--- config.mk ---
export PLATFORM = sky130hd
export DESIGN_NAME = errirq_cmd
export DESIGN_NICKNAME = d
export VERILOG_FILES = /design/src/shared/errirq_pkg.sv /design/src/design/errirq_cmd.sv
export VERILOG_INCLUDE_DIRS = /design/src /design/src/shared
export SDC_FILE = /design/constraint.sdc
export NUM_CORES = 2
export LEC_CHECK = 0
export BUFFER_PORTS_ARGS = -buffer_cell sky130_fd_sc_hd__buf_2
export CAP_MARGIN = 10
export CORE_MARGIN = 8
export CORE_UTILIZATION = 60
export DETAILED_ROUTE_END_ITERATION = 7
export GPL_TIMING_DRIVEN = 0
export PLACE_DENSITY = 0.81
export SLEW_MARGIN = 25
export SYNTH_ARGS = -nofsm -noshare
export SYNTH_HDL_FRONTEND = slang
export SYNTH_SLANG_ARGS = --single-unit
--- constraint.sdc ---
create_clock -name sys_clk -period 3.8 [get_ports sys_clk]
set_input_delay 0.76 -clock sys_clk [delete_from_list [all_inputs] [get_ports sys_clk]]
set_output_delay 0.76 -clock sys_clk [all_outputs]
set_load 0.005 [all_outputs]
--- src/shared/errirq_consts.svh ---
// Constants of the error-clear and interrupt command block
`ifndef ERRIRQ_CONSTS_SVH
`define ERRIRQ_CONSTS_SVH

// ****************************************
// Instruction codes
// ****************************************
`define OP_FLAG_WIPE 8'h24
`define OP_ENABLE_IRQ 8'h19
`define OP_MASK_IRQ 8'h1a
`define OP_SET_HANDLER 8'h25
`define OP_HANDLER_RETURN 8'h26

// ****************************************
// Type field codes
// ****************************************
`define WIPE_ALL 8'h00
`define WIPE_FIRST 8'h01
`define WIPE_LAST 8'h05
`define IRQ_GLOBAL 8'hff

// ****************************************
// Reply status codes
// ****************************************
`define ST_OK 8'h64
`define ST_BAD_SUM 8'h01
`define ST_BAD_CMD 8'h02

// ****************************************
// Frame layout
// ****************************************
`define FRAME_ADDR 4'h0
`define FRAME_OP 4'h1
`define FRAME_TYPE 4'h2
`define FRAME_BANK 4'h3
`define FRAME_SUM 4'h8
`define MODULE_ADDR 8'h01

// ****************************************
// Sizes
// ****************************************
`define IRQ_NUM 16
`define IRQ_IDX_W 4
`define FLG_W 5
`define EV_W 3

// ****************************************
// Register byte offsets
// ****************************************
`define REG_FRAME 6'h00
`define REG_REPLY 6'h04
`define REG_ERR 6'h08
`define REG_IRQEN 6'h0c
`define REG_STAT 6'h10
`define REG_MASK 6'h14
`define REG_VSEL 6'h18
`define REG_VDATA 6'h1c
`define REG_CTRL 6'h20

// ****************************************
// Field positions
// ****************************************
`define EV_REPLY 0
`define EV_BAD_SUM 1
`define EV_RETURN 2
`define REPLY_VALID_BIT 8
`define REPLY_OP_LSB 16
`define IRQEN_GLOBAL_BIT 16
`define CTRL_ABORT_BIT 0
`define READ_ZERO 32'h0000_0000

`endif

--- src/shared/errirq_pkg.sv ---
// Types of the error-clear and interrupt command block
`include "errirq_consts.svh"

package errirq_pkg;

  typedef struct packed {
    logic [7:0] op;
    logic [7:0] typ;
    logic [7:0] bank;
    logic [31:0] value;
  } cmd_t;

  typedef struct packed {
    logic [31:0] accum;
    logic [31:0] xreg;
    logic [31:0] flags;
    logic [31:0] pc;
  } ctx_t;

  typedef struct packed {
    logic ack;
    logic [31:0] rdata;
    logic [3:0] cnt;
    logic [7:0] sum;
    logic [7:0] tgt;
    cmd_t frm;
    logic pend;
    logic [7:0] reply;
    logic [7:0] reply_op;
    logic reply_v;
    logic [`FLG_W-1:0] err;
    logic [`IRQ_NUM-1:0] en;
    logic glob;
    logic [`IRQ_NUM-1:0][31:0] vec;
    logic [31:0] vout;
    ctx_t ctx;
    logic inh;
    logic restore;
    ctx_t cout;
    logic [`EV_W-1:0] stat;
    logic [`EV_W-1:0] mask;
    logic [`IRQ_IDX_W-1:0] vsel;
  } state_t;

endpackage

--- src/design/errirq_cmd.sv ---
// Error-clear and interrupt command interpreter with Avalon-MM register port
// Behaviour
// Instruction 36 clears the error flags chosen by type; bank and value ignored.
// Wipe type 0 clears all, 1..5 timeout, alarm, deviation, position, shutdown.
// Instruction 25 enables the single interrupt numbered by type; other fields ignored.
// Enable with number 255 turns interrupt processing on globally.
// Instruction 26 disables the single interrupt numbered by type; other fields ignored.
// Disable with number 255 turns interrupt processing off globally.
// Instruction 37 stores value as handler entry address of interrupt type.
// A later handler definition for the same number overwrites the earlier one.
// Instruction 38 ends the running handler and resumes the interrupted program.
// Handler return restores accumulator, X register, flags and program counter saved at entry.
// Handler definition and return are used only by the stored program; the code also executes them from checked frames.
// Every handler ends with a return; execution never falls into handler code.
// In direct mode each of these instructions answers status 100, value meaningless.
// A frame is address, instruction, type, bank, four value bytes MSB first, checksum.
// Checksum is the 8-bit sum of eight bytes, checked before execution.
`timescale 1ns/100ps
`include "errirq_consts.svh"

// ****************************************
// Register map
// ****************************************
// 0x00 frame byte in, write only, low byte used
// 0x04 last reply: status 7:0, valid 8, instruction 23:16
// 0x08 error flags, read only
// 0x0c interrupt enables 15:0, global enable 16
// 0x10 event status, write one to clear: reply, bad checksum, return
// 0x14 event mask, same layout as status
// 0x18 handler table index for reads
// 0x1c handler address at that index
// 0x20 control: bit 0 drops a partly written frame
// Other offsets read zero and ignore writes

// ****************************************
// Timing
// ****************************************
// Each bus access takes two cycles: one wait state, then the answer
// A checked frame executes one cycle after its checksum byte lands
// While it executes the program port is held off for that cycle
// Program instructions take effect on the edge that accepts them
// Unknown frame instructions answer status 2, bad checksums status 1
// A new error or event in the clear cycle wins over the clear

module errirq_cmd (
  input wire logic sys_clk,
  input wire logic nrst,
  input wire logic [5:0] avs_address,
  input wire logic avs_read,
  input wire logic avs_write,
  input wire logic [31:0] avs_writedata,
  output logic [31:0] avs_readdata,
  output logic avs_waitrequest,
  input wire logic prog_valid,
  output logic prog_ready,
  input wire errirq_pkg::cmd_t prog_cmd,
  input wire logic [`FLG_W-1:0] err_set,
  output logic [`FLG_W-1:0] err_flags,
  output logic [`IRQ_NUM-1:0] irq_en,
  output logic irq_global,
  input wire logic [`IRQ_IDX_W-1:0] set_handler_cmd_num,
  output logic [31:0] set_handler_cmd_addr,
  input wire logic ctx_save,
  input wire errirq_pkg::ctx_t ctx_in,
  output logic ctx_restore,
  output errirq_pkg::ctx_t ctx_out,
  output logic in_handler,
  output logic irq
);

  errirq_pkg::state_t q;
  errirq_pkg::state_t s;

  // ****************************************
  // Combinational next state
  // ****************************************
  logic busreq;
  logic wr;
  logic go;
  logic from_frame;
  logic bad_op;
  errirq_pkg::cmd_t cmd;
  logic [`FLG_W-1:0] clr;
  logic [`EV_W-1:0] ev;
  logic [`EV_W-1:0] w1c;
  logic [7:0] fbyte;
  logic idx_ok;
  logic [`IRQ_IDX_W-1:0] idx;

  always_comb begin
    s = q;
    s.restore = 1'b0;
    clr = '0;
    ev = '0;
    w1c = '0;
    bad_op = 1'b0;
    busreq = avs_read | avs_write;
    // One wait state: data and write effect land on the edge where waitrequest is low
    s.ack = busreq & ~q.ack;
    wr = avs_write & q.ack;
    fbyte = avs_writedata[7:0];

    // ****************************************
    // Register read mux
    // ****************************************
    if (avs_read && !q.ack) begin
      case (avs_address)
        `REG_REPLY: begin
          s.rdata = `READ_ZERO;
          s.rdata[7:0] = q.reply;
          s.rdata[`REPLY_VALID_BIT] = q.reply_v;
          s.rdata[`REPLY_OP_LSB +: 8] = q.reply_op;
        end
        `REG_ERR: begin
          s.rdata = `READ_ZERO;
          s.rdata[`FLG_W-1:0] = q.err;
        end
        `REG_IRQEN: begin
          s.rdata = `READ_ZERO;
          s.rdata[`IRQ_NUM-1:0] = q.en;
          s.rdata[`IRQEN_GLOBAL_BIT] = q.glob;
        end
        `REG_STAT: begin
          s.rdata = `READ_ZERO;
          s.rdata[`EV_W-1:0] = q.stat;
        end
        `REG_MASK: begin
          s.rdata = `READ_ZERO;
          s.rdata[`EV_W-1:0] = q.mask;
        end
        `REG_VSEL: begin
          s.rdata = `READ_ZERO;
          s.rdata[`IRQ_IDX_W-1:0] = q.vsel;
        end
        `REG_VDATA: begin
          s.rdata = q.vec[q.vsel];
        end
        default: begin
          s.rdata = `READ_ZERO;
        end
      endcase
    end

    // ****************************************
    // Frame collector
    // ****************************************
    if (wr && avs_address == `REG_FRAME) begin
      s.cnt = q.cnt + 4'h1;
      s.sum = q.sum + fbyte;
      case (q.cnt)
        `FRAME_ADDR: begin
          s.tgt = fbyte;
        end
        `FRAME_OP: begin
          s.frm.op = fbyte;
        end
        `FRAME_TYPE: begin
          s.frm.typ = fbyte;
        end
        `FRAME_BANK: begin
          s.frm.bank = fbyte;
        end
        `FRAME_SUM: begin
          s.cnt = '0;
          s.sum = '0;
          if (q.tgt == `MODULE_ADDR) begin
            if (fbyte == q.sum) begin
              s.pend = 1'b1;
            end else begin
              s.reply = `ST_BAD_SUM;
              s.reply_op = q.frm.op;
              s.reply_v = 1'b1;
              ev[`EV_BAD_SUM] = 1'b1;
            end
          end
        end
        default: begin
          s.frm.value = {q.frm.value[23:0], fbyte};
        end
      endcase
    end
    if (wr && avs_address == `REG_CTRL && avs_writedata[`CTRL_ABORT_BIT]) begin
      s.cnt = '0;
      s.sum = '0;
    end

    // ****************************************
    // Executor: a checked frame goes before the stored program
    // ****************************************
    from_frame = q.pend;
    go = q.pend | prog_valid;
    cmd = q.pend ? q.frm : prog_cmd;
    idx_ok = (cmd.typ < 8'(`IRQ_NUM));
    idx = cmd.typ[`IRQ_IDX_W-1:0];
    if (from_frame) begin
      s.pend = 1'b0;
    end
    if (go) begin
      case (cmd.op)
        `OP_FLAG_WIPE: begin
          if (cmd.typ == `WIPE_ALL) begin
            clr = '1;  // see R1
          end else if (cmd.typ >= `WIPE_FIRST && cmd.typ <= `WIPE_LAST) begin
            clr[3'(cmd.typ - `WIPE_FIRST)] = 1'b1;
          end
        end
        `OP_ENABLE_IRQ: begin
          if (cmd.typ == `IRQ_GLOBAL) begin
            s.glob = 1'b1;
          end else if (idx_ok) begin
            s.en[idx] = 1'b1;
          end
        end
        `OP_MASK_IRQ: begin
          if (cmd.typ == `IRQ_GLOBAL) begin
            s.glob = 1'b0;
          end else if (idx_ok) begin
            s.en[idx] = 1'b0;
          end
        end
        `OP_SET_HANDLER: begin
          if (idx_ok) begin
            s.vec[idx] = cmd.value;  // see R7
          end
        end
        `OP_HANDLER_RETURN: begin
          // A return outside a handler has nothing to restore
          if (q.inh) begin
            s.restore = 1'b1;
            s.cout = q.ctx;
            s.inh = 1'b0;
            ev[`EV_RETURN] = 1'b1;
          end
        end
        default: begin
          bad_op = 1'b1;
        end
      endcase
    end
    if (from_frame) begin
      s.reply = bad_op ? `ST_BAD_CMD : `ST_OK;
      s.reply_op = cmd.op;
      s.reply_v = 1'b1;
      ev[`EV_REPLY] = 1'b1;
    end

    // ****************************************
    // Context capture at handler entry
    // ****************************************
    if (ctx_save) begin
      s.ctx = ctx_in;
      s.inh = 1'b1;
    end

    // ****************************************
    // Error flags: a new error wins over a wipe
    // ****************************************
    s.err = (q.err & ~clr) | err_set;

    // ****************************************
    // Event status, mask and vector select
    // ****************************************
    if (wr && avs_address == `REG_STAT) begin
      w1c = avs_writedata[`EV_W-1:0];
    end
    s.stat = (q.stat & ~w1c) | ev;
    if (wr && avs_address == `REG_MASK) begin
      s.mask = avs_writedata[`EV_W-1:0];
    end
    if (wr && avs_address == `REG_VSEL) begin
      s.vsel = avs_writedata[`IRQ_IDX_W-1:0];
    end
    s.vout = q.vec[set_handler_cmd_num];
  end

  // ****************************************
  // State register
  // ****************************************
  always_ff @(posedge sys_clk or negedge nrst) begin
    if (!nrst) begin
      q <= '0;
    end else begin
      q <= s;
    end
  end

  // ****************************************
  // Outputs
  // ****************************************
  assign avs_waitrequest = busreq & ~q.ack;
  assign avs_readdata = q.rdata;
  assign prog_ready = ~q.pend;
  assign err_flags = q.err;
  assign irq_en = q.en;
  assign irq_global = q.glob;
  assign set_handler_cmd_addr = q.vout;
  assign ctx_restore = q.restore;
  assign ctx_out = q.cout;
  assign in_handler = q.inh;
  assign irq = |(q.stat & q.mask);

endmodule

==> metrics list <==
- For the worst setup path, the data required time is 4.32 ns.
- Power spread over the standard cell area amounts to 419 mW/mm².
* Number of enable-type register cells in the synthesized netlist: 0
* Storage cell area: 0.0237 mm²
- GRT overflow: 0
- In this run the deepest clock path goes through 3 buffers.
* Sequential area share after synthesis: 0.516
- WP buf/inv: 3
- Counting stages on the worst path, the most repeated cell is clkbuf_1.
- Footprint of the multi-input gates: 0.0197 mm²
* Reported leakage power: 26.3 nW
* Vias after detailed routing: 30.1k
* Number of sinks driven by the clock tree: 948
* Count of input and output buffers: 419
- Number of top-level pins: 456
- CP delay by family, top: buffers and inverters
- Routability-driven placement finished with a final weighted congestion of 0.955.
- Total of max-cap violations: 0
* Min Tclk post-route: 3.66 ns
- After detailed routing, the number of remaining DRC violations is 0.
- For the worst setup path, the data arrival time is 4.18 ns.
- CTS H-Tree Depth: 3
- Once layout is complete, the cells apart from fillers number 4,631.
- IR drop worst, VDD: 0.000381 V
- Post-placement setup slack: -0.975 ns
- STA classifies the critical path startpoint as a flip-flop.
* Routed WL per cell: 30.0 µm
* Number of buffers created by CTS: 98
- The later pin in the worst-skew pair is clocked with a latency of 0.68 ns.
* Initial cell density of the core: 0.606
- Once detailed placement completed, the half-perimeter wirelength came to 97.5 mm.
- Once the clock tree was built, the setup fixing pass inserted 0 buffers.
- The signal on the critical path passes through clkbuf_1 -> clkbuf_2 -> clkbuf_1 -> mux4_2 -> mux2_2 -> a222oi_1 -> o21ai_0.
* Clock root buffer: clkbuf_16
- Counting flops with an async set or reset pin after synthesis yields a share of 1.00.
- Fill cells in the final layout number 4,966.
- Number of global-route vias before repair: 32.2k
- Class of the most critical setup path: flip-flop to flip-flop
- For this run, the leading register cell type out of synthesis is dfrtp_1.
* Area of the mapped netlist: 0.0460 mm²
- Cells after Synth: 2,987
- After clock tree synthesis, the clock-pin slew on the worst setup and hold paths is 0.06 ns.
- Final Hold Vio Count: 0
- The synthesized design contains 948 register bits.
* Synthesis-to-finish area growth: 15.4%
- Ratio of routed vias to standard cells: 6.50
- Final Slew Violations: 0
- The core region is 0.0759 mm².
- Entering global routing, the biggest net connects 139 pins.
- Total design power: 22.2 mW
- Critical path's largest stage delay: 0.66 ns
* Final count of negative-setup-slack endpoints: 0
* Overall routed net length: 139 mm
- Commonest non-fill, non-tap cell in the layout: dfrtp_1
- Antenna violations before repair: 17
- Synthesis instantiated 71 different standard cells from the library.
- The Yosys step of the flow raised 0 warnings.
- Fraction of layout cells with a size suffix above 1: 0.536
* Worst Hold Class: input pin to flip-flop
- The run finished with clean final reports.
- In the layout the commonest cells are 948 x dfrtp_1, 677 x mux2_2, 503 x buf_2.
- Across the routed clock network, the largest skew measured is 0.0244 ns.
- Post-route clock period utilization: 0.963
- For this run, the share of the core covered by cells in the final layout is 0.699.
- When the netlist entered floorplanning its net count stood at 3,241.
- Wire length of the first global-routing pass: 207 mm
* First-pass DRT Iterations: 8
- After synthesis, the mean cell area works out to 15.4 µm².
* Area of the die: 0.0858 mm²
* Maximum fanout encountered on the critical timing path: 11
- Die width: 293 µm
- Overall track demand over capacity in global routing: 0.322
* Cell total after placement: 4,445
- Final Worst Setup Slack: 0.140 ns
- The floorplan step set the die height to 293 µm.
* RSZ-0062 raised after global routing: no
- The count of nets left with antenna violations once routing finished came out at 0.
* Final Net Count: 3,766
- STA classifies the critical path endpoint as a flip-flop.
- Slew at the pin with the worst max-slew slack: 1.22 ns
* Relative max-transition margin: 0.188
- The detailed router finished its first iteration with 3,040 violations.
* CTS tree: done
* Cell with the biggest individual delay on the critical path: clkbuf_1
- Highest clock frequency the design can meet: 0.273 GHz
- Row generation in the floorplan step produced 101 rows.
-- metrics by stage --
step | cell area [µm²] | hold slack (ns) | setup TNS (ns)
floorplan | 46000 | 0.433 | 0
global placement | 49400 | 0.455 | -
detailed placement | 49700 | 0.471 | -277.40
CTS | 53000 | 0.241 | 0
global route | 53100 | 0.248 | 0
finish | 53100 | 0.268 | 0
-- worst paths after layout --
kind	start	to	slack [ns]	cells after the start
worst min-delay path	err_set[0]	err_flags[0]	0.27	2
min in group asynchronous	nrst	q[188]	0.60	2
worst max-delay path	q[2]	avs_readdata[12]	0.14	7
max in group asynchronous	nrst	avs_readdata[7]	1.07	5
worst max register to register	q[2]	avs_readdata[12]	0.14	7
worst min register to register	avs_readdata[3]	avs_readdata[3]	0.48	1
-- cell families (layout without fill, tap and decap cells) --
| logic type | count (synthesis) | in the layout | synth area share |
|---|---|---|---|
| muxes | 1217 | 1217 | 0.372 |
| buffers and inverters | 446 | 1047 | 0.0570 |
| other | 0 | 13 | 0 |
| adders and majority gates | 17 | 17 | 0.00479 |
| and+or+nand+nor | 211 | 211 | 0.0269 |
| DFF | 948 | 948 | 0.516 |
| xor gates and xnor gates | 8 | 8 | 0.00152 |
| AOI/OAI and AO/OA | 140 | 140 | 0.0217 |
-- power breakdown --
| part | total, mW | switching (mW) | internal, mW |
|---|---|---|---|
| logic | 1.74 | 1.05 | 0.694 |
| registers | 10.5 | 0.141 | 10.3 |
| clock network | 10.0 | 4.12 | 5.89 |
-- Yosys cell counts (8+ instances only) --
master | n | area share
nor2_1 | 17 | 0.0014
buf_2 | 69 | 0.0075
dfrtp_1 | 948 | 0.52
mux2i_1 | 8 | 0.0017
inv_1 | 13 | 0.0011
buf_4 | 225 | 0.037
a22o_1 | 14 | 0.0027
a222oi_1 | 12 | 0.0026
mux2_1 | 227 | 0.056
nand2_1 | 75 | 0.0061
ha_1 | 16 | 0.0044
nand3_1 | 41 | 0.0045
a21o_1 | 10 | 0.0016
clkbuf_1 | 113 | 0.0092
a22oi_1 | 11 | 0.0018
buf_1 | 23 | 0.0019
nor3_1 | 12 | 0.0013
mux4_2 | 304 | 0.15
mux2_2 | 677 | 0.17
o21ai_0 | 33 | 0.0036
a21oi_1 | 21 | 0.0023
-- metal layers --
metal / global-route usage / vias up / routed length, µm
li1: - / 12072 / -
met1: 0.389 / 15594 / 49300
met2: 0.516 / 1895 / 65800
met3: 0.107 / 544 / 15300
met4: 0.170 / 10 / 8600
met5: 0 / - / 73
-- registers in the layout (all words and copies together) (netlist names) --
| name | count |
|---|---|
| ctx_out | 128 |
| irq_en | 16 |
| avs_readdata | 32 |
| from_frame | 1 |
| in_handler | 1 |
| err_flags | 5 |
| set_handler_cmd_addr | 32 |
| irq_global | 1 |
| q | 731 |
| ctx_restore | 1 |
-- final cells by class --
| cell class | count | share of cell area |
|---|---|---|
| timing repair buffer | 429 | 0.0442 |
| clock inverter | 35 | 0.00917 |
| sequential | 948 | 0.447 |
| inverter | 14 | 0.000990 |
| clock buffer | 141 | 0.0542 |
| antenna | 13 | 0.000613 |
| tap | 1030 | 0.0243 |
| multi-input combinational | 1593 | 0.371 |
| buffer | 428 | 0.0487 |
-- timing repair --
action / 4_1_cts / 5_1_grt
resized for setup: 2 / 3
hold endpoints to repair: 55 / 0
hold buffers: 1 / 0
endpoints found under the setup margin: 519 / 9
(Power assumes the default switching activity.)
